`src/core/supply_monitor_self_test_cfg.svh`:
```
// clock rate, field positions, reset values and timing counts of the supply self-test block
`ifndef SUPPLY_MONITOR_SELF_TEST_CFG_SVH
`define SUPPLY_MONITOR_SELF_TEST_CFG_SVH

`define SYS_CLK_MHZ         50
`define REG_W               20
`define REG_RESET_VAL       20'h0_0000

`define SVC_EN_ST_BIT       16
`define SVC_FLT_ST_BIT      10
`define SVC_FLT_OSC_BIT     15
`define TEMP_SENS_GND_BIT   10
`define TEMP_SENS_GNDA_BIT  11

`define MON_CHOP_PERIOD_US  64
`define MON_CHOP_HALF_CYC   ((`MON_CHOP_PERIOD_US * `SYS_CLK_MHZ) / 2)
`define GND_CHOP_PERIOD_US  16
`define GND_CHOP_HALF_CYC   ((`GND_CHOP_PERIOD_US * `SYS_CLK_MHZ) / 2)
`define GND_TEST_US         32
`define GND_TEST_CYC        (`GND_TEST_US * `SYS_CLK_MHZ)

`define REF_OSC_MHZ         16
`define OSC_STUCK_US        8
`define OSC_STUCK_CYC       (`OSC_STUCK_US * `SYS_CLK_MHZ)
`define OSC_WINDOW_CYC      3125
`define OSC_ERR_LO_PCT      17
`define OSC_ERR_HI_PCT      20

`define RESET_HOLD_CYC      100
`define PWR_DOWN_CYC        50

`endif

```
`src/core/osc_monitor.sv`:
```
// reference-oscillator cross check: frequency window and stuck timeout
`include "supply_monitor_self_test_cfg.svh"

module osc_monitor #(
    parameter int WINDOW = `OSC_WINDOW_CYC,
    parameter int STUCK  = `OSC_STUCK_CYC
) (
    input  wire logic sys_clk,
    input  wire logic rst,
    input  wire logic ref_osc,
    input  wire logic restart,
    output logic      osc_fault
);
    localparam int NOM = (WINDOW * `REF_OSC_MHZ) / `SYS_CLK_MHZ;
    localparam int LO  = (NOM * (100 - `OSC_ERR_LO_PCT)) / 100;
    localparam int HI  = (NOM * (100 + `OSC_ERR_HI_PCT)) / 100;
    localparam int WW  = $clog2(WINDOW);
    localparam int EW  = $clog2(WINDOW + 1);
    localparam int SW  = $clog2(STUCK + 1);
    localparam logic [WW-1:0] WIN_LAST = WW'(WINDOW - 1);
    localparam logic [EW-1:0] LO_E     = EW'(LO);
    localparam logic [EW-1:0] HI_E     = EW'(HI);
    localparam logic [SW-1:0] STUCK_E  = SW'(STUCK);

    if (WINDOW < 16 || STUCK < 2 || LO < 1) begin : g_bad_param
        $error("osc_monitor: window or stuck timeout too short");
    end

    logic          ref_q;
    logic [WW-1:0] win_cnt_reg;
    logic [EW-1:0] edge_cnt_reg;
    logic [SW-1:0] stuck_cnt_reg;
    logic          ref_edge;
    logic          win_end;
    logic          stuck;
    logic [EW-1:0] edge_total;

    // the reference pin is taken as synchronous, so no synchroniser stage
    assign ref_edge   = ref_osc & ~ref_q;
    assign win_end    = (win_cnt_reg == WIN_LAST);
    assign edge_total = edge_cnt_reg + EW'(ref_edge);
    // RL10 stuck timeout
    assign stuck      = (stuck_cnt_reg == STUCK_E);

    always_ff @(posedge sys_clk or posedge rst) begin
        if (rst) begin
            ref_q <= 1'b0;
        end else begin
            ref_q <= ref_osc;
        end
    end

    always_ff @(posedge sys_clk or posedge rst) begin
        if (rst) begin
            win_cnt_reg  <= '0;
            edge_cnt_reg <= '0;
        end else if (restart || win_end) begin
            win_cnt_reg  <= '0;
            edge_cnt_reg <= '0;
        end else begin
            win_cnt_reg  <= win_cnt_reg + WW'(1);
            edge_cnt_reg <= edge_total;
        end
    end

    always_ff @(posedge sys_clk or posedge rst) begin
        if (rst) begin
            stuck_cnt_reg <= '0;
        end else if (restart || ref_edge) begin
            stuck_cnt_reg <= '0;
        end else if (!stuck) begin
            stuck_cnt_reg <= stuck_cnt_reg + SW'(1);
        end
    end

    // RL9 window count outside band
    always_ff @(posedge sys_clk or posedge rst) begin
        if (rst) begin
            osc_fault <= 1'b0;
        end else if (restart) begin
            osc_fault <= 1'b0;
        end else if (stuck) begin
            osc_fault <= 1'b1;
        end else if (win_end) begin
            osc_fault <= (edge_total < LO_E) || (edge_total > HI_E);
        end
    end
endmodule : osc_monitor

```
`config.mk`:
```
export PLATFORM = sky130hd
export DESIGN_NAME = osc_monitor
export DESIGN_NICKNAME = d
export VERILOG_FILES = /design/src/core/osc_monitor.sv
export VERILOG_INCLUDE_DIRS = /design/src /design/src/core
export SDC_FILE = /design/constraint.sdc
export NUM_CORES = 1
export LEC_CHECK = 0
export ABC_AREA = 1
export BUFFER_PORTS_ARGS = -buffer_cell sky130_fd_sc_hd__buf_2
export CORE_MARGIN = 10
export CORE_UTILIZATION = 35
export DETAILED_ROUTE_END_ITERATION = 10
export SLEW_MARGIN = 20
export SYNTH_ARGS = -nofsm -noshare
export SYNTH_HDL_FRONTEND = slang
export SYNTH_SLANG_ARGS = --single-unit
```
`constraint.sdc`:
```
create_clock -name sys_clk -period 1.8 [get_ports sys_clk]
set_input_delay 0.18 -clock sys_clk [delete_from_list [all_inputs] [get_ports sys_clk]]
set_output_delay 0.18 -clock sys_clk [all_outputs]
set_load 0.02 [all_outputs]
```
==> impl_results.md <==
- Pwr Density: 709 nW/um^2
- Layout area overhead: 19.8%
- NetSw: 361 uW
- Worst Hold Class: input pin to register
- Critical Path Most Common Cell: nand2_1
- Nets: approximately 280
- Placed Cells: 331
- Fmax: roughly 0.59 GHz
- Unrepaired setup endpoints after global routing: true
- Clock share of power: 45.0%
- Share of layout cells above drive strength 1: 19.1%
- Crit path max fanout: 2
- Synth Warn #: 0
- FF/Latch Area: 876 sq um
- FF+latch count, synth: 35
- DP HPWL: 2590 um
- Crit path max-delay cell type: dfrtp_1
- Outcome: finished, final reports clean
- Iteration-0 DRC Markers: 65
- Syn Nets: between 200 and 300
- R2r endpoint: osc_fault
- Maxcap violations: 0
- GRT Total Usage: 8.71%
- FILL cells: approximately 530
- Switching Fraction: ~22%
- Cell Area, Placed: just over 2000 sq um
- Synth Instances: 250
- Clock slew at reported path FFs: ~0.080 ns
- Top FF cell, synth: dfrtp_1
- Worst Setup End Kind: register
- GPL Wtd Cong: 0.795
- CTS H-Tree Depth: 2
- Die footprint: 8900 sq um
- Internal power: 1280 uW
- Largest net degree at the start of global routing: 36
- Final Hold Viols: 0
- CP endpoint: osc_fault
- Logic gate share of total power: 5.7%
- Die Y: 94.3 um
- Multi-input gate area: 933 sq um
- Layout Utilization: between 40% and 50%
- Final setup skew: 0.00777 ns
- Grt total ovfl: 0
- Startpoint class of the critical path: register
- CTS max path bufs: 2
- CTS buffer count: 5
- Avg Inst Size Synth: 7.74 sq um
- Max-slew violations: 0
- P_leak: around 0.0011 uW
- Asr flop ratio synth: 100%
- Setup CP Type: register to register
- Antenna violations before repair: 0
- Relative slew slack: 70.7%
- Initial Util: a little over a third
- # DRC: 0
- Global-route wire length before repair: 6430 um
- CTS tree: yes
- Final instance area: 2320 sq um
- Synth unique cells: 25
- Slew @ Worst Pin: 0.440 ns
- Setup tns final: 0 ns
- Synth area leaders: dfrtp_1 45%, nand2_1 9.9%, inv_1 8.3%, nor2_1 6.0%, nand3_1 4.9%
- Post-synth top area share: ~45%
- Crit path time final: 1.71 ns
- Number of diodes: 0
- Vias per cell: 4.71
- Core ar.: 5440 sq um
- Power after layout: 1640 uW
- Antenna-violating nets left: 0
- Root Buffer Master: clkbuf_8
- Worst-Skew Late Latency: 0.29 ns
- Top cell type by total area after synthesis: dfrtp_1
- Vias in the first global route: 1550
- Critical path origin: ref_q
- Die X: 94.3 um
- Arr. time, crit path: 1.89 ns
- Worst vdd ir: 0.396 mV
- R2r worst-path depth: 13
- Critical Path, Cell by Cell: nor2_2 > ha_2 > ha_4 > inv_1 > nand2_1 > a21oi_2 > nand2_1 > nand3_1 > nand2_1 > nand2_1 > nand2_1 > nand3_1 > a21oi_1
- Worst r2r src: ref_q
- IO Port Bufs: 4
- Vias: approximately 1600
- Row cnt: 27
- CP max stage delay: 0.37 ns
- Final period util: 94.9%
- WL/cell: 10.7 um
- CTS sink cnt: 35
- 1st-pass router iterations: 4
- CP required: ~2.0 ns
- Final setup viols: 0
- Cell area after synthesis: 1930 sq um
- Io pins: 5
- FF-to-FF setup slack: 0.09 ns
- Post-Layout Cell Count: 344
- WL final: around 3700 um
- Hold_sp: ref_osc
- Register area share after synthesis: 45.3%
- Sequential share of power: 49.3%
- Post-synth EDFFs: 0
metal layers:
layer	wire (um)	global-route usage, %	vias up
li1	-	-	834
met1	1720	10.7	751
met2	1770	14.1	29
met3	118	2.78	6
met4	48	2.78	0
met5	0	0	-
placed cells by master (no fill, tap or decap), types with 3 or more instances in the layout:
cell type / netlist / final
nand2_1: 51 / 42
inv_1: 43 / 40
dfrtp_1: 35 / 35
nor2_1: 31 / 30
a21oi_1: 17 / 16
nand3_1: 19 / 15
nor3_1: 10 / 10
buf_4: 0 / 10
nand2_2: 1 / 9
o21ai_0: 8 / 6
clkbuf_8: 0 / 6
nand4_1: 5 / 5
nor3b_1: 4 / 4
nand3_2: 0 / 4
ha_1: 6 / 4
buf_2: 0 / 4
nor3_2: 3 / 3
nor2_4: 2 / 3
power by group through the flow:
| stage | clock network (uW) | logic [uW] | registers (uW) |
|---|---|---|---|
| after global routing | 791 | 109 | 812 |
| after global placement | 0 | 86.0 | 824 |
| after CTS | 761 | 89.2 | 809 |
| final | 740 | 93.3 | 810 |
| after floorplan | 0 | 62.9 | 822 |
| after detailed placement | 0 | 86.5 | 824 |
synthesized netlist by cell type, types with 3 or more instances:
cell,n
nor3_2,3
nand4_1,5
nand3_1,19
inv_1,43
nor3b_1,4
nor3_1,10
nand2_1,51
o21ai_0,8
ha_1,6
a21oi_1,17
nor2_1,31
dfrtp_1,35
cell type report:
class,instances,area share (%)
tap,72,3.89
multi-input combinational,169,40.3
sequential,35,37.8
clock inverter,2,1.51
clock buffer,6,3.56
timing repair buffer,17,5.89
inverter,43,7.07
timing repair:
item                       4_1_cts  5_1_grt
setup endpoints to repair        1        1
pin swaps                        0       13
resized for setup                3       24
hold buffers                     1        0
hold endpoints to repair        35        0
buffers inserted                 0        4
logic make-up (layout without fill, tap and decap cells):
logic type / after synthesis / count (layout) / share of synthesized area (%)
flip-flops: 35 / 35 / 45.3
buffers and inverters: 46 / 68 / 10.3
XOR/XNOR: 3 / 3 / 1.36
AND/OR/NAND/NOR: 134 / 134 / 32.3
AO/OA/AOI/OAI: 26 / 26 / 6.86
adder cells (fa/ha/maj): 6 / 6 / 3.88
worst max-delay path, delay by kind of cell (launching register included):
family / cells / cell delay [ns]
and+or+nand+nor: 8 / 0.55
DFF: 1 / 0.37
buffers and inverters: 1 / 0.07
adders and majority gates: 2 / 0.43
AOI/OAI and AO/OA: 2 / 0.18
stage by stage:
step                      setup slack [ns]  hold slack, ns
final                               0.0916          0.0157
after global routing               -0.0578         0.00847
after CTS                          0.00725         0.00832
after detailed placement           -0.0524           0.304
after global placement             0.00299           0.302
after floorplan                     0.0317           0.211
worst min-delay path by stage:
stage                     slack [ns]  cells past startpoint              to
after CTS                      0.008                      1           ref_q
after global routing           0.008                      1           ref_q
after floorplan                 0.21                      0           ref_q
after global placement          0.30                      3  win_cnt_reg[9]
after detailed placement        0.30                      3  win_cnt_reg[9]
final                           0.02                      1           ref_q
No activity file was read; power rests on OpenSTA's default activity.
